### src/hdl/serial_unit_pkg.sv
/*
  Shared constants and types for the serial SPI/UART unit.
  Assumes a single 50 MHz clock domain; all pins are synchronised before use.
*/
package serial_unit_pkg;
  // Character and frame layout
  localparam int CHAR_BITS = 8;
  localparam int UART_FRAME_BITS = 10;
  localparam int CNT_W = 4;
  localparam logic [CNT_W-1:0] LAST_CHAR_BIT = 4'h7;
  localparam logic [CNT_W-1:0] UART_STOP_BIT = 4'h9;
  // Default bit-rate divider width
  localparam int DIV_W = 16;
  // Synchronised pin positions
  localparam int PIN_COUNT = 4;
  localparam int PIN_SCLK = 0;
  localparam int PIN_MOSI = 1;
  localparam int PIN_MISO = 2;
  localparam int PIN_STE = 3;
  // Reset values
  localparam logic [7:0] DATA_RESET = 8'h00;
  localparam logic IDLE_LINE = 1'b1;
  // Engine states
  typedef enum logic [1:0] {ST_IDLE, ST_SPI_RUN, ST_UART_RUN} engine_state_e;
endpackage : serial_unit_pkg

### src/hdl/pin_sync_if.sv
/*
  Carrier between the serial unit and its pin synchroniser.
  Assumes raw pins are driven by the user side and all other signals by the synchroniser.
*/
`timescale 1ns/1ps
`default_nettype none
interface pin_sync_if #(parameter int W = 4);
  logic [W-1:0] raw;
  logic [W-1:0] level;
  logic [W-1:0] rise;
  logic [W-1:0] fall;
  modport sync (input raw, output level, output rise, output fall);
  modport user (output raw, input level, input rise, input fall);
endinterface : pin_sync_if
`default_nettype wire

### src/hdl/serial_spi_uart_unit.sv
/*
  Serial unit: SPI master or slave with all four clock modes, 4-pin enable
  handling and a UART transmitter sharing the transmit flags.
  Assumes one 50 MHz clock; pins come from outside and are synchronised here.
*/
`timescale 1ns/1ps
`default_nettype none
module serial_spi_uart_unit #(
  parameter int DIV_W = serial_unit_pkg::DIV_W
) (
  // Clock and reset
  input wire logic clk_in,
  input wire logic resetn_in,
  // Configuration
  input wire logic software_reset_hold_in,
  input wire logic master_mode_in,
  input wire logic uart_mode_in,
  input wire logic four_pin_mode_in,
  input wire logic enable_pin_direction_in,
  input wire logic capture_phase_select_in,
  input wire logic clock_idle_polarity_in,
  input wire logic [DIV_W-1:0] bit_divider_in,
  // Software data access
  input wire logic tx_write_in,
  input wire logic [7:0] tx_data_in,
  input wire logic rx_read_in,
  input wire logic tx_complete_clear_in,
  output logic [7:0] rx_holding_buffer_out,
  // Status
  output logic tx_buffer_empty_flag_out,
  output logic rx_char_ready_flag_out,
  output logic transfer_active_flag_out,
  output logic tx_complete_flag_out,
  output logic clock_request_out,
  // SPI pins
  input wire logic sclk_in,
  output logic sclk_out,
  output logic sclk_oe_out,
  input wire logic mosi_in,
  output logic mosi_out,
  output logic mosi_oe_out,
  input wire logic miso_in,
  output logic miso_out,
  output logic miso_oe_out,
  input wire logic slave_enable_pin_in,
  output logic slave_enable_pin_out,
  output logic slave_enable_pin_oe_out,
  // UART pin
  output logic uart_txd_out
);
  // ==========================================================
  // Pin synchronisation
  pin_sync_if #(.W(serial_unit_pkg::PIN_COUNT)) pins ();
  assign pins.raw = {slave_enable_pin_in, miso_in, mosi_in, sclk_in};

  pin_sync #(.W(serial_unit_pkg::PIN_COUNT)) u_sync (
    .clk_in(clk_in),
    .resetn_in(resetn_in),
    .pins(pins)
  );

  // ==========================================================
  // State
  serial_unit_pkg::engine_state_e state;
  logic unit_rst;
  logic [DIV_W-1:0] div_cnt;
  logic tick;
  logic active;
  logic [serial_unit_pkg::CNT_W-1:0] bit_cnt;
  logic [serial_unit_pkg::CNT_W-1:0] samp_cnt;
  logic [7:0] tx_hold;
  logic tx_full;
  logic [7:0] tx_sh;
  logic [7:0] rx_sh;
  logic armed;
  logic loaded;
  logic rx_ready;
  logic tx_cpt;
  logic txd;

  // Software reset holds everything except the pin synchroniser in its reset state
  assign unit_rst = !resetn_in || software_reset_hold_in;

  // ==========================================================
  // Mode decode
  logic spi_mode;
  logic ste_low;
  logic master_blocked;
  logic slave_selected;
  logic slave_live;
  logic start_spi;
  logic start_uart;
  logic abort;

  assign spi_mode = !uart_mode_in;
  assign ste_low = !pins.level[serial_unit_pkg::PIN_STE];
  // Another master owns the bus while the enable input is low
  assign master_blocked = four_pin_mode_in && !enable_pin_direction_in && ste_low;
  assign slave_selected = !four_pin_mode_in || ste_low;
  // Slave only listens once the clock has been seen at idle
  assign slave_live = spi_mode && !master_mode_in && armed && slave_selected;
  assign start_uart = (state == serial_unit_pkg::ST_IDLE) && uart_mode_in && tx_full;
  assign start_spi = (state == serial_unit_pkg::ST_IDLE) && spi_mode && master_mode_in
                     && tx_full && !master_blocked;
  // Enable going low mid-transfer drops the character
  assign abort = (state == serial_unit_pkg::ST_SPI_RUN) && master_blocked;

  // ==========================================================
  // Bit-rate divider, restarted with each transfer
  // Restarting keeps the first clock phase at full length
  always_ff @(posedge clk_in)
  begin
    if (unit_rst || start_spi || start_uart || state == serial_unit_pkg::ST_IDLE)
      div_cnt <= '0;
    else if (tick)
      div_cnt <= '0;
    else
      div_cnt <= div_cnt + 1'b1;
  end

  assign tick = (state != serial_unit_pkg::ST_IDLE) && (div_cnt == bit_divider_in);

  // ==========================================================
  // Clock edge events, shared by master and slave
  logic m_lead;
  logic m_trail;
  logic s_lead;
  logic s_trail;
  logic lead;
  logic trail;
  logic sample_ev;
  logic shift_do;
  logic char_done;
  logic m_end;
  logic [7:0] rx_next;

  assign m_lead = (state == serial_unit_pkg::ST_SPI_RUN) && tick && !active;
  assign m_trail = (state == serial_unit_pkg::ST_SPI_RUN) && tick && active;
  assign s_lead = slave_live && (clock_idle_polarity_in ? pins.fall[serial_unit_pkg::PIN_SCLK]
                                                        : pins.rise[serial_unit_pkg::PIN_SCLK]);
  assign s_trail = slave_live && (clock_idle_polarity_in ? pins.rise[serial_unit_pkg::PIN_SCLK]
                                                         : pins.fall[serial_unit_pkg::PIN_SCLK]);
  assign lead = m_lead || s_lead;
  assign trail = m_trail || s_trail;
  // Phase picks which edge samples and which shifts
  assign sample_ev = capture_phase_select_in ? trail : lead;
  // No shift before the first sample or after the last one
  assign shift_do = (capture_phase_select_in ? lead : trail) && (samp_cnt != '0);
  assign char_done = sample_ev && (samp_cnt == serial_unit_pkg::LAST_CHAR_BIT);
  assign m_end = m_trail && (bit_cnt == serial_unit_pkg::LAST_CHAR_BIT);
  assign rx_next = {rx_sh[6:0], master_mode_in ? pins.level[serial_unit_pkg::PIN_MISO]
                                               : pins.level[serial_unit_pkg::PIN_MOSI]};

  // ==========================================================
  // Engine state machine
  always_ff @(posedge clk_in)
  begin
    if (unit_rst)
      state <= serial_unit_pkg::ST_IDLE;
    else
    begin
      unique case (state)
        serial_unit_pkg::ST_IDLE:
          if (start_uart)
            state <= serial_unit_pkg::ST_UART_RUN;
          else if (start_spi)
            state <= serial_unit_pkg::ST_SPI_RUN;
        serial_unit_pkg::ST_SPI_RUN:
          if (abort || m_end)
            state <= serial_unit_pkg::ST_IDLE;
        serial_unit_pkg::ST_UART_RUN:
          if (tick && bit_cnt == serial_unit_pkg::UART_STOP_BIT)
            state <= serial_unit_pkg::ST_IDLE;
      endcase
    end
  end

  // Master clock level and clock/bit counter
  always_ff @(posedge clk_in)
  begin
    if (unit_rst || state == serial_unit_pkg::ST_IDLE)
    begin
      active <= 1'b0;
      bit_cnt <= '0;
    end
    else if (tick)
    begin
      if (state == serial_unit_pkg::ST_SPI_RUN)
        active <= !active;
      if (state == serial_unit_pkg::ST_UART_RUN || active)
        bit_cnt <= bit_cnt + 1'b1;
    end
  end

  // Slave waits for the clock at its idle level after release
  always_ff @(posedge clk_in)
  begin
    if (unit_rst || master_mode_in)
      armed <= 1'b0;
    else if (pins.level[serial_unit_pkg::PIN_SCLK] == clock_idle_polarity_in)
      armed <= 1'b1;
  end

  // ==========================================================
  // Transmit holding buffer and shifter
  logic slave_load;
  // A write before the first sample replaces the zero fill, so the first character goes out intact
  assign slave_load = slave_live && (!loaded || (tx_full && samp_cnt == '0));

  always_ff @(posedge clk_in)
  begin
    if (unit_rst)
    begin
      tx_hold <= serial_unit_pkg::DATA_RESET;
      tx_full <= 1'b0;
    end
    else if (tx_write_in)
    begin
      tx_hold <= tx_data_in;
      tx_full <= 1'b1; // Write wins over a same-cycle load
    end
    else if (start_spi || start_uart || (slave_load && tx_full))
      tx_full <= 1'b0;
  end

  // Slave sends zeros when nothing was written
  always_ff @(posedge clk_in)
  begin
    if (unit_rst)
      tx_sh <= serial_unit_pkg::DATA_RESET;
    else if (start_spi || start_uart)
      tx_sh <= tx_hold;
    else if (slave_load)
      tx_sh <= tx_full ? tx_hold : serial_unit_pkg::DATA_RESET;
    else if (shift_do)
      tx_sh <= {tx_sh[6:0], 1'b0};
  end

  // Slave character framing, cleared when deselected
  always_ff @(posedge clk_in)
  begin
    if (unit_rst || !slave_live)
      loaded <= 1'b0;
    else if (char_done)
      loaded <= 1'b0;
    else if (slave_load)
      loaded <= 1'b1;
  end

  // ==========================================================
  // Receive path
  always_ff @(posedge clk_in)
  begin
    if (unit_rst || start_spi || abort || (!master_mode_in && !slave_live))
    begin
      samp_cnt <= '0;
      rx_sh <= serial_unit_pkg::DATA_RESET;
    end
    else if (sample_ev)
    begin
      rx_sh <= rx_next;
      samp_cnt <= char_done ? '0 : samp_cnt + 1'b1;
    end
  end

  // Completed character lands in the holding buffer
  always_ff @(posedge clk_in)
  begin
    if (unit_rst)
      rx_holding_buffer_out <= serial_unit_pkg::DATA_RESET;
    else if (char_done)
      rx_holding_buffer_out <= rx_next;
  end

  // Set wins over a read in the same cycle
  always_ff @(posedge clk_in)
  begin
    if (unit_rst)
      rx_ready <= 1'b0;
    else if (char_done)
      rx_ready <= 1'b1;
    else if (rx_read_in)
      rx_ready <= 1'b0;
  end

  // ==========================================================
  // UART transmitter: start, eight data bits LSB first, stop
  always_ff @(posedge clk_in)
  begin
    if (unit_rst)
      txd <= serial_unit_pkg::IDLE_LINE;
    else if (start_uart)
      txd <= 1'b0;
    else if (state == serial_unit_pkg::ST_UART_RUN && tick)
    begin
      if (bit_cnt < serial_unit_pkg::LAST_CHAR_BIT + 1'b1)
        txd <= tx_sh[bit_cnt[2:0]];
      else
        txd <= serial_unit_pkg::IDLE_LINE;
    end
  end

  // Complete flag rises after every UART byte, buffer empty or not; SPI bytes never set it
  always_ff @(posedge clk_in)
  begin
    if (unit_rst)
      tx_cpt <= 1'b0;
    else if (state == serial_unit_pkg::ST_UART_RUN && tick && bit_cnt == serial_unit_pkg::UART_STOP_BIT)
      tx_cpt <= 1'b1;
    else if (tx_complete_clear_in)
      tx_cpt <= 1'b0;
  end

  // ==========================================================
  // Outputs
  logic busy;
  assign busy = (state != serial_unit_pkg::ST_IDLE) || (slave_live && samp_cnt != '0);
  assign transfer_active_flag_out = busy;
  assign clock_request_out = busy;
  assign tx_buffer_empty_flag_out = !tx_full;
  assign rx_char_ready_flag_out = rx_ready;
  assign tx_complete_flag_out = tx_cpt;
  assign uart_txd_out = txd;

  // Clock rests at the polarity level whenever not active
  assign sclk_out = clock_idle_polarity_in ^ active;
  assign sclk_oe_out = !unit_rst && spi_mode && master_mode_in;
  assign mosi_out = tx_sh[7];
  assign mosi_oe_out = !unit_rst && spi_mode && master_mode_in;
  assign miso_out = tx_sh[7];
  assign miso_oe_out = slave_live;
  // Enable output is low for the length of a master transfer
  assign slave_enable_pin_out = (state != serial_unit_pkg::ST_SPI_RUN);
  assign slave_enable_pin_oe_out = !unit_rst && spi_mode && master_mode_in
                                   && four_pin_mode_in && enable_pin_direction_in;
endmodule : serial_spi_uart_unit
`default_nettype wire

### src/hdl/pin_sync.sv
/*
  Two-flip-flop synchroniser with edge detection for a group of pins.
  Assumes the pins are asynchronous to clk_in; only the second and third stages are observed.
*/
`timescale 1ns/1ps
`default_nettype none
module pin_sync #(
  parameter int W = 4
) (
  // Clock and reset
  input wire logic clk_in,
  input wire logic resetn_in,
  // Pin group
  pin_sync_if.sync pins
);
  // ==========================================================
  // Synchroniser stages
  logic [W-1:0] meta;
  logic [W-1:0] stable;
  logic [W-1:0] prev;

  // First stage feeds only the second stage
  always_ff @(posedge clk_in)
  begin
    if (!resetn_in)
    begin
      meta <= '0;
      stable <= '0;
      prev <= '0;
    end
    else
    begin
      meta <= pins.raw;
      stable <= meta;
      prev <= stable;
    end
  end

  // Edges come from the settled stages only
  assign pins.level = stable;
  assign pins.rise = stable & ~prev;
  assign pins.fall = ~stable & prev;
endmodule : pin_sync
`default_nettype wire

### config.mk
export PLATFORM = sky130hd
export DESIGN_NAME = serial_spi_uart_unit
export DESIGN_NICKNAME = d
export VERILOG_FILES = /design/src/hdl/serial_unit_pkg.sv /design/src/hdl/pin_sync_if.sv /design/src/hdl/serial_spi_uart_unit.sv /design/src/hdl/pin_sync.sv
export SDC_FILE = /design/constraint.sdc
export NUM_CORES = 1
export LEC_CHECK = 0
export BUFFER_PORTS_ARGS = -buffer_cell sky130_fd_sc_hd__buf_2
export CORE_MARGIN = 3
export CORE_UTILIZATION = 45
export DETAILED_ROUTE_END_ITERATION = 16
export PLACE_DENSITY = 0.66
export SLEW_MARGIN = 25
export SYNTH_ARGS = -nofsm -noshare
export SYNTH_HDL_FRONTEND = slang
export SYNTH_HIERARCHICAL = 1
export SYNTH_SLANG_ARGS = --single-unit
### constraint.sdc
create_clock -name clk_in -period 2.4 [get_ports clk_in]
set_input_delay 0 -clock clk_in [delete_from_list [all_inputs] [get_ports clk_in]]
set_output_delay 0 -clock clk_in [all_outputs]
set_load 0.1 [all_outputs]
==> results of run 1 <==
[layer usage]
layer,track usage [%],share of wire (%)
met5,0,0
met4,6.72,1.2
met3,4.51,5.0
met2,27.6,45
met1,22.8,49
[flip-flops by register name (all words and copies together) (netlist names), 2 cells and up]
| name | flops |
|---|---|
| bit_cnt | 4 |
| div_cnt | 16 |
| rx_holding_buffer_out | 8 |
| rx_sh | 7 |
| samp_cnt | 4 |
| state | 2 |
| tx_hold | 8 |
| tx_sh | 8 |
| u_sync/meta | 4 |
| u_sync/pins.level | 4 |
[power by group through the flow]
stage | clock network [W] | logic (W) | registers [W]
after floorplan | 0 | 0.000139 | 0.00127
after global placement | 0 | 0.000202 | 0.00127
after detailed placement | 0 | 0.000204 | 0.00127
after CTS | 0.00118 | 0.000229 | 0.00124
after global routing | 0.00123 | 0.000249 | 0.00124
final | 0.00115 | 0.000230 | 0.00124
[stage by stage]
| step | power (W) | instance area [um2] |
|---|---|---|
| finish | 0.00262 | 4260 |
| detailed placement | 0.00147 | 3820 |
| global route | 0.00272 | 4260 |
| CTS | 0.00264 | 4260 |
| floorplan | 0.00141 | 3420 |
| global placement | 0.00147 | 3820 |
[worst max-delay path, stage by stage (launching register included)]
cell and delay [ns]:
dfxtp_1 0.36, inv_1 0.07, ha_1 0.33, and4b_1 0.26, a21oi_1 0.30, o221ai_1 0.21, a31o_2 0.29, o21ai_0 0.16
nor2_1 0.05
[final cells by class]
class                   instances  share of cell area, %
flip-flops and latches         73                   34.3
well taps                      99                   2.91
clock inverters                 6                   2.70
inverters                      11                  0.970
multi-input cells             263                   43.1
clock buffers                   9                   2.91
repair buffers                 88                   13.1
[what timing repair did]
action / 4_1_cts / 5_1_grt
hold endpoints to repair: 20 / 0
hold buffers: 20 / 0
buffers inserted: 0 / 0
[cell usage in the layout, fill, tap and decap left out, drive strengths merged, types with 2 or more instances in the layout]
master / count
a21boi: 2
a21oi: 8
a221oi: 7
a31oi: 4
and2: 11
and3: 11
buf: 68
bufinv: 3
clkbuf: 9
dfxtp: 73
dlygate4sd3: 20
ha: 8
inv: 13
mux2: 3
mux2i: 28
mux4: 2
nand2: 12
nand2b: 2
nand3: 10
nand3b: 2
nand4: 6
nand4b: 2
nor2: 56
nor2b: 5
nor3: 7
nor3b: 3
nor4: 2
o211ai: 2
o21a: 2
o21ai: 12
o221ai: 2
or3: 2
or3b: 2
xnor2: 26
xor2: 11
[worst paths after layout]
| kind | depth (start not counted) | end | startpoint |
|---|---|---|---|
| min reg2reg | 1 | u_sync/pins.level[0]$_SDFF_PN0_ | u_sync/meta[0]$_SDFF_PN0_ |
| max | 8 | tx_sh[6]$_SDFFE_PP0P_ | state[0]$_SDFFE_PP0P_ |
| min | 3 | uart_txd_out$_SDFFE_PP1P_ | software_reset_hold_in |
| max reg2reg | 8 | tx_sh[6]$_SDFFE_PP0P_ | state[0]$_SDFFE_PP0P_ |
==> out/results.txt, run 1 <==
Status -> finished clean
Total GRT Usage -> 17.4%
Synth Net Count -> 411
Initial antenna violation count -> 0
Worst hold slack -> 0.0288 ns
Sequential Power Share -> 47.2%
Initial drt markers -> 90
Via/cell ratio -> 5.03
Starting Density -> 46.8%
Die boundary height -> 93.1 um
First-pass GRT wire length -> 12000 um
Max_slew headroom -> 58.0%
Synthesis warning total -> 6
Grt total ovfl -> 0
DRC -> 0
Comb power frac -> 8.8%
Antenna-violating nets left -> 0
Max-slew violation count -> 0
CTS tree -> built
Total number of vias -> 2760
Core area -> 7290 um2
Dpl hpwl -> 5140 um
Sink Count -> 73
Port Buffers -> 61
Inserted Diodes -> 0
Largest net degree at the start of global routing -> 21
Core Util, Final -> 58.4%
Synthesis-to-layout area growth -> 24.8%
Switching Power -> 0.000605 W
Pre-CTS setup slack -> 0.284 ns
Skew final -> 0.0127 ns
Worst setup margin -> 0.273 ns
Top Ports -> 62
Reg2reg setup slack -> 0.27 ns
Crit path required time -> 2.63 ns
Die area -> 8660 um2
Critical Path End Type -> flip-flop
Post-route minimum period -> 2.13 ns
Non-filler cells, final -> 549
FMAX -> 0.470 GHz
Peak supply drop -> 0.000397 V
Layout cells sized above 1 -> 22.4%
Mapped Cells -> 363
Final net count -> 494
Cell leakage power -> 1.84 nW
WL/cell -> 13.3 um
CP Max Fanout -> 9
Final Cycle Share -> 88.6%
Num rows -> 31
Dpl cells -> 514
Max-Cap Viols -> 0
DR pass1 iterations -> 4
Min-Delay Path Class -> in2reg
Final Hold Fails -> 0
Unrepaired setup endpoints after global routing -> no
# resized after CTS -> 0
Worst Max-Slew Pin Slew -> 0.628 ns
WS Path Type -> reg2reg
Register Area -> 1460 um2
CTS buffer count -> 9
Syn_area_per_cell -> 9.40 um2
Syn Std Cell Area -> 3410 um2
Setup TNS -> 0 ns
Multi-input gate area in the final layout -> 1830 um2
Final wirelength -> 7280 um
Sw Share -> 23.1%
CTS Root Cell -> clkbuf_8
Clock tree buffer depth -> 2
Vias in the first global route -> 2667
# setup viols final -> 0
Gpl congestion -> 0.811
Worst Setup Start Kind -> flip-flop
Pint -> 0.00202 W
Critical path arrival -> 2.36 ns
Pwr/cell area -> 616 nW/um2
Width of the die -> 93.1 um
H-tree depth -> 3
Clk slew on worst S/H paths -> 0.08 ns
Layout fillers -> 657
Clock Latency Late Sink -> 0.34 ns
Clock power share -> 44.0%
Power figures use the tool's default switching activity.
==> run 2: changes to the inputs <==
--- a/config.mk
+++ b/config.mk
@@ -5,7 +5,8 @@
 export SDC_FILE = /design/constraint.sdc
 export NUM_CORES = 1
 export LEC_CHECK = 0
-export BUFFER_PORTS_ARGS = -buffer_cell sky130_fd_sc_hd__buf_2
+export BUFFER_PORTS_ARGS = -buffer_cell sky130_fd_sc_hd__clkbuf_2
+export CORE_ASPECT_RATIO = 0.8
 export CORE_MARGIN = 3
 export CORE_UTILIZATION = 45
 export DETAILED_ROUTE_END_ITERATION = 16
==> run 2 against run 1 <==
Net effect: critical path depth increased by 1; via count up 2.7%; non-clock buffer count rose by 1; critical path type unchanged; cell area fell by 0.26%; sequential power is essentially flat.
==> out/results.txt, run 2 (synthesized netlist as in run 1, its figures left out) <==
Status -> finished clean
Cells on worst reg2reg path -> 9 (+1)
Max-Cap Viols -> 0 (unchanged)
Worst reg2reg endpoint -> tx_sh[0]$_SDFFE_PP0P_
WL/cell -> 13.7 um (+3.3%)
Worst path max stage delay -> 0.36 ns (about the same)
Commonest non-fill, non-tap cell in the layout -> dfxtp_1
Clock power share -> 42.0% (-2.0 points)
Final Hold Fails -> 0 (unchanged)
Hold depth -> 3 (unchanged)
Tot Pwr -> 0.00253 W (-3.3%)
Antenna-violating nets left -> 0 (unchanged)
Sw Share -> 23.8% (+0.73 points)
Clock tree buffer depth -> 2 (unchanged)
Initial drt markers -> 108 (+20%)
DR pass1 iterations -> 4 (unchanged)
Max-slew violation count -> 0 (unchanged)
Unrepaired setup endpoints after global routing -> no
First-pass GRT wire length -> 13000 um (+7.8%)
Max_slew headroom -> 53.7% (-4.3 points)
Slowest CP cell -> dfxtp_1
Biggest register -> div_cnt
Sequential Power Share -> 48.8% (+1.6 points)
Post-route minimum period -> 2.22 ns (+0.0935 ns)
Switching Power -> 0.000603 W (-0.30%)
Reg2reg setup slack -> 0.18 ns (-0.09 ns)
Clk slew on worst S/H paths -> 0.08 ns (about the same)
# resized after CTS -> 0 (unchanged)
Final Cycle Share -> 92.5% (+3.9 points)
CTS tree -> built
Worst hold path startpoint -> software_reset_hold_in
Non-filler cells, final -> 552 (+0.55%)
Skew final -> 0.00854 ns (-0.00414 ns)
Worst Max-Slew Pin Slew -> 0.693 ns (+0.0648 ns)
Die area -> 8670 um2 (about the same)
Inserted Diodes -> 0 (unchanged)
Final net count -> 495 (+0.20%)
Num rows -> 27 (-13%)
Min-Delay Path Class -> in2reg
Setup TNS -> 0 ns (unchanged)
H-tree depth -> 3 (unchanged)
Cells along the critical path -> inv_1, ha_1, and3_1, a21oi_1, o221ai_1, a31oi_1, buf_4, a22oi_1, nor2_1
Worst setup margin -> 0.179 ns (-0.0935 ns)
Critical Path End Type -> flip-flop
Total GRT Usage -> 18.9% (+1.5 points)
Peak supply drop -> 0.000348 V (-12%)
Largest register FFs -> 16 (unchanged)
Total number of vias -> 2834 (+2.7%)
Layout fillers -> 645 (-1.8%)
Cell leakage power -> 1.83 nW (-0.62%)
CP Max Fanout -> 9 (unchanged)
CTS buffer count -> 9 (unchanged)
Critical path arrival -> 2.52 ns (+0.16 ns)
Largest net degree at the start of global routing -> 16 (-24%)
Comb power frac -> 9.2% (+0.4 points)
Starting Density -> 47.8% (+1.1 points)
Dpl hpwl -> 5490 um (+6.8%)
Final wirelength -> 7560 um (+3.9%)
Clock Latency Late Sink -> 0.35 ns (about the same)
Crit-path leading delay family -> compound AO/OA/AOI/OAI gates
Worst path bufs/invs -> 2 (+1)
Port Buffers -> 61 (unchanged)
Dpl cells -> 517 (+0.58%)
CTS Root Cell -> clkbuf_8
Worst Setup Start Kind -> flip-flop
Width of the die -> 103 um (+11%)
Commonest cells after routing, fill and taps aside -> 73 x dfxtp_1, 61 x clkbuf_2, 56 x nor2_1
DRC -> 0 (unchanged)
Synthesis-to-layout area growth -> 24.5%
Layout cells sized above 1 -> 22.6% (+0.17 points)
Initial antenna violation count -> 0 (unchanged)
Pint -> 0.00193 W (-4.3%)
Pre-CTS setup slack -> 0.227 ns (-0.0573 ns)
Vias in the first global route -> 2745 (+2.9%)
Via/cell ratio -> 5.13 (+2.1%)
Crit path required time -> 2.70 ns (+0.07 ns)
Gpl congestion -> 0.843 (+4.0%)
# setup viols final -> 0 (unchanged)
Die boundary height -> 83.9 um (-9.9%)
FMAX -> 0.450 GHz (-4.2%)
R2r startpoint -> state[0]$_SDFFE_PP0P_
Top Ports -> 62 (unchanged)
WS Path Type -> reg2reg
Grt total ovfl -> 0 (unchanged)
Hold Crit Endpoint -> uart_txd_out$_SDFFE_PP1P_
Pwr/cell area -> 597 nW/um2 (-3.1%)
Core area -> 7130 um2 (-2.2%)
Sink Count -> 73 (unchanged)
-- run 2: changes by cell type in the layout (fill, tap and decap cells not counted) --
cell and delta:
buf_2 -61, clkbuf_2 +61, inv_6 -2, buf_4 +1, bufinv_16 -1, clkbuf_8 +1
clkinv_2 +1, clkinvlp_4 +1
-- run 2: area by class of cell --
cell class	instances	area (um2)	share of cell area [%]
multi-input combinational	263	1830	43.2
sequential	73	1460	34.4
timing repair buffer	89	566	13.3
clock buffer	10	138	3.24
tap	101	126	2.98
clock inverter	5	80.1	1.89
inverter	11	41.3	0.972
-- run 2: worst max-delay path by stage --
stage | from | endpoint | slack, ns | depth (start not counted)
global route | state[0]$_SDFFE_PP0P_ | tx_sh[7]$_SDFFE_PP0P_ | 0.007 | 9
floorplan | software_reset_hold_in | slave_enable_pin_oe_out | 0.23 | 4
finish | state[0]$_SDFFE_PP0P_ | tx_sh[0]$_SDFFE_PP0P_ | 0.18 | 9
detailed placement | state[0]$_SDFFE_PP0P_ | tx_sh[3]$_SDFFE_PP0P_ | 0.23 | 9
CTS | state[0]$_SDFFE_PP0P_ | tx_sh[3]$_SDFFE_PP0P_ | 0.20 | 9
global placement | state[0]$_SDFFE_PP0P_ | tx_sh[7]$_SDFFE_PP0P_ | 0.29 | 8
-- run 2: through the flow --
stage | instance area (um2) | hold slack [ns] | utilization (%)
detailed placement | 3830 | 0.223 | 53.7
finish | 4250 | 0.0277 | 59.6
global placement | 3830 | 0.219 | 53.7
floorplan | 3420 | 0.0793 | -
global route | 4250 | 0.0605 | 59.6
CTS | 4250 | 0.0136 | 59.6
-- run 2: power groups by stage --
stage | Sequential (W) | Clock [W] | Combinational [W]
floorplan | 0.00127 | 0 | 0.000139
global placement | 0.00127 | 0 | 0.000203
detailed placement | 0.00127 | 0 | 0.000207
CTS | 0.00124 | 0.00108 | 0.000233
global route | 0.00124 | 0.00114 | 0.000254
finish | 0.00124 | 0.00106 | 0.000233
-- run 2: per-layer routing --
layer / vias to the layer above / global-route usage, % / share of wire (%)
met1: 1327 / 25.1 / 47
met5: - / 0 / 0
met3: 4 / 5.85 / 5.8
li1: 1436 / - / -
met2: 67 / 29.4 / 47
met4: 0 / 5.29 / 0.67
-- run 2: worst min-delay path, stage by stage --
cell and delay, ns:
clkbuf_2 0.09, nor2b_1 0.14, o21ai_0 0.11
-- run 2: repair_timing --
action | CTS | global route
hold buffers | 20 | 0
hold endpoints to repair | 20 | 0
setup buffers | 0 | 0
==> run 3: changes to the inputs <==
--- a/config.mk
+++ b/config.mk
@@ -8,9 +8,9 @@
 export BUFFER_PORTS_ARGS = -buffer_cell sky130_fd_sc_hd__clkbuf_2
 export CORE_ASPECT_RATIO = 0.8
 export CORE_MARGIN = 3
-export CORE_UTILIZATION = 45
+export CORE_UTILIZATION = 33
 export DETAILED_ROUTE_END_ITERATION = 16
-export PLACE_DENSITY = 0.66
+export PLACE_DENSITY = 0.59
 export SLEW_MARGIN = 25
 export SYNTH_ARGS = -nofsm -noshare
 export SYNTH_HDL_FRONTEND = slang
==> run 3 against run 2 <==
Net effect: first-iteration DRC count rose by 34%; critical path depth fell by 2; flip-flop and latch count did not move; sequential share of layout area fell by 0.63 points; sequential power barely moved; die area rose by 34%.
==> out/results.txt, run 3 (synthesized netlist as in run 1, its figures left out) <==
WL/cell -> 13.3 um (-2.8%)
Reg2reg setup slack -> 0.23 ns (+0.05 ns)
Total GRT Usage -> 13.7% (-5.2 points)
Peak supply drop -> 0.000466 V (+34%)
Pwr/cell area -> 642 nW/um2 (+7.5%)
DR pass1 iterations -> 4 (unchanged)
Sw Share -> 23.4% (-0.43 points)
Worst Setup Start Kind -> flip-flop
Worst Max-Slew Pin Slew -> 0.722 ns (+0.0287 ns)
Non-filler cells, final -> 584 (+5.8%)
Status -> finished clean
Worst path max stage delay -> 0.40 ns (+0.04 ns)
Core area -> 9850 um2 (+38%)
Final Hold Fails -> 0 (unchanged)
FMAX -> 0.461 GHz (+2.4%)
# setup viols final -> 0 (unchanged)
Port Buffers -> 61 (unchanged)
Num rows -> 32 (+19%)
Biggest register -> div_cnt
Top Ports -> 62 (unchanged)
DRC -> 0 (unchanged)
Largest net degree at the start of global routing -> 16 (unchanged)
Cells along the critical path -> inv_1, ha_1, nor4_4, buf_4, a31oi_1, or2_2, o41ai_1
CTS Root Cell -> clkbuf_16
Die area -> 11600 um2 (+34%)
First-pass GRT wire length -> 12900 um (-0.27%)
R2r startpoint -> state[1]$_SDFFE_PP0P_
Cells on worst reg2reg path -> 7 (-2)
Layout cells sized above 1 -> 22.8% (+0.15 points)
Via/cell ratio -> 4.81 (-6.3%)
Largest register FFs -> 16 (unchanged)
CTS buffer count -> 9 (unchanged)
Final instance area -> 4330 um2 (+1.9%)
Inserted Diodes -> 0 (unchanged)
Placed cell areas -> 3870 um2 (+1.1%)
Starting Density -> 34.6% (-13 points)
Worst reg2reg endpoint -> state[0]$_SDFFE_PP0P_
Clock power share -> 47.1% (+5.1 points)
Crit path required time -> 2.62 ns (-0.08 ns)
Clock tree buffer depth -> 2 (unchanged)
Min-Delay Path Class -> in2reg
Initial drt markers -> 145 (+34%)
Synthesis-to-layout area growth -> 26.8%
Commonest cells after routing, fill and taps aside -> 73 x dfxtp_1, 61 x clkbuf_2, 56 x nor2_1
Grt total ovfl -> 0 (unchanged)
Initial antenna violation count -> 0 (unchanged)
Hold depth -> 3 (unchanged)
WS Path Type -> reg2reg
Dpl cells -> 552 (+6.8%)
Max-slew violation count -> 0 (unchanged)
H-tree depth -> 3 (unchanged)
CP Max Fanout -> 9 (unchanged)
Critical Path End Type -> flip-flop
CTS tree -> built
Final wirelength -> 7770 um (+2.8%)
Sequential Power Share -> 44.7% (-4.1 points)
Width of the die -> 120 um (+16%)
Dpl hpwl -> 5760 um (+4.9%)
Vias in the first global route -> 2719 (-0.95%)
Worst hold path startpoint -> software_reset_hold_in
Register Area -> 1460 um2 (unchanged)
Pint -> 0.00213 W (+10%)
Multi-input gate area in the final layout -> 1840 um2 (+0.20%)
Skew final -> 0.00769 ns (-0.000858 ns)
Final net count -> 491 (-0.81%)
Max-Cap Viols -> 0 (unchanged)
Setup TNS -> 0 ns (unchanged)
Layout fillers -> 981 (+52%)
Unrepaired setup endpoints after global routing -> no
Critical path arrival -> 2.38 ns (-0.14 ns)
Final Cycle Share -> 90.4% (-2.2 points)
Hold Crit Endpoint -> uart_txd_out$_SDFFE_PP1P_
Total number of vias -> 2810 (-0.85%)
Switching Power -> 0.000648 W (+7.5%)
Gpl congestion -> 0.808 (-4.1%)
Commonest non-fill, non-tap cell in the layout -> dfxtp_1
Die boundary height -> 96.9 um (+16%)
Worst hold slack -> 0.0787 ns (+0.0510 ns)
Core Util, Final -> 43.9% (-16 points)
Clock Latency Late Sink -> 0.34 ns (about the same)
Post-route minimum period -> 2.17 ns (-0.0521 ns)
Cell leakage power -> 1.84 nW (+0.74%)
Antenna-violating nets left -> 0 (unchanged)
Slowest CP cell -> nor4_4
Comb power frac -> 8.3% (-0.9 points)
Max_slew headroom -> 51.8% (-1.9 points)
Sink Count -> 73 (unchanged)
Clk slew on worst S/H paths -> 0.06 ns (-0.02 ns)
==> run 3: layout make-up <==
type	instances	share of cell area, %
clock inverter	5	1.30
clock buffer	11	5.38
inverter	11	0.955
sequential	73	33.8
tap	136	3.93
timing repair buffer	85	12.1
multi-input combinational	263	42.5
==> run 3: how the worst max path moves through the flow <==
stage          depth (start not counted)                 endpoint                   start  slack [ns]
2_1_floorplan                          4  slave_enable_pin_oe_out  software_reset_hold_in        0.23
3_5_place_dp                           8    tx_sh[2]$_SDFFE_PP0P_   state[0]$_SDFFE_PP0P_        0.18
6_report                               7    state[0]$_SDFFE_PP0P_   state[1]$_SDFFE_PP0P_        0.23
5_1_grt                                7  bit_cnt[3]$_SDFFE_PP0P_   state[0]$_SDFFE_PP0P_        0.04
3_3_place_gp                           8    tx_sh[4]$_SDFFE_PP0P_   state[0]$_SDFFE_PP0P_        0.33
4_1_cts                                8    tx_sh[2]$_SDFFE_PP0P_   state[0]$_SDFFE_PP0P_        0.17
==> run 3: repair_timing <==
item,in CTS,in global routing
endpoints found under the hold margin,17,0
gates resized for setup,0,1
hold buffers,16,0
setup buffers,0,0
setup endpoints to repair,0,8
==> run 3: routing by layer <==
layer  track usage, %  vias to the layer above  routed length (um)
li1                 -                     1423                   -
met1             17.8                     1313                3720
met2             21.1                       69                3490
met3             5.38                        5                 498
met4             3.61                        0                  64
met5                0                        -                   0
==> run 3: metrics by stage <==
| stage | power, W | setup slack [ns] |
|---|---|---|
| after global routing | 0.00288 | 0.0416 |
| after CTS | 0.00280 | 0.168 |
| final | 0.00278 | 0.231 |
| after detailed placement | 0.00147 | 0.182 |
| after global placement | 0.00147 | 0.328 |
| after floorplan | 0.00141 | 0.227 |
==> run 3: critical path, delay by kind of cell, from the launching register on <==
kind	cells	cell delay, ns
flip-flops	1	0.37
adder cells (fa/ha/maj)	1	0.32
AO/OA/AOI/OAI	2	0.38
buffers and inverters	2	0.29
AND/OR/NAND/NOR	2	0.70
==> run 3: power by group through the flow <==
stage / Combinational, W / Sequential (W) / Clock [W]
6_report: 0.000229 / 0.00124 / 0.00131
5_1_grt: 0.000249 / 0.00124 / 0.00139
4_1_cts: 0.000229 / 0.00124 / 0.00133
3_5_place_dp: 0.000208 / 0.00127 / 0
3_3_place_gp: 0.000206 / 0.00127 / 0
2_1_floorplan: 0.000139 / 0.00127 / 0
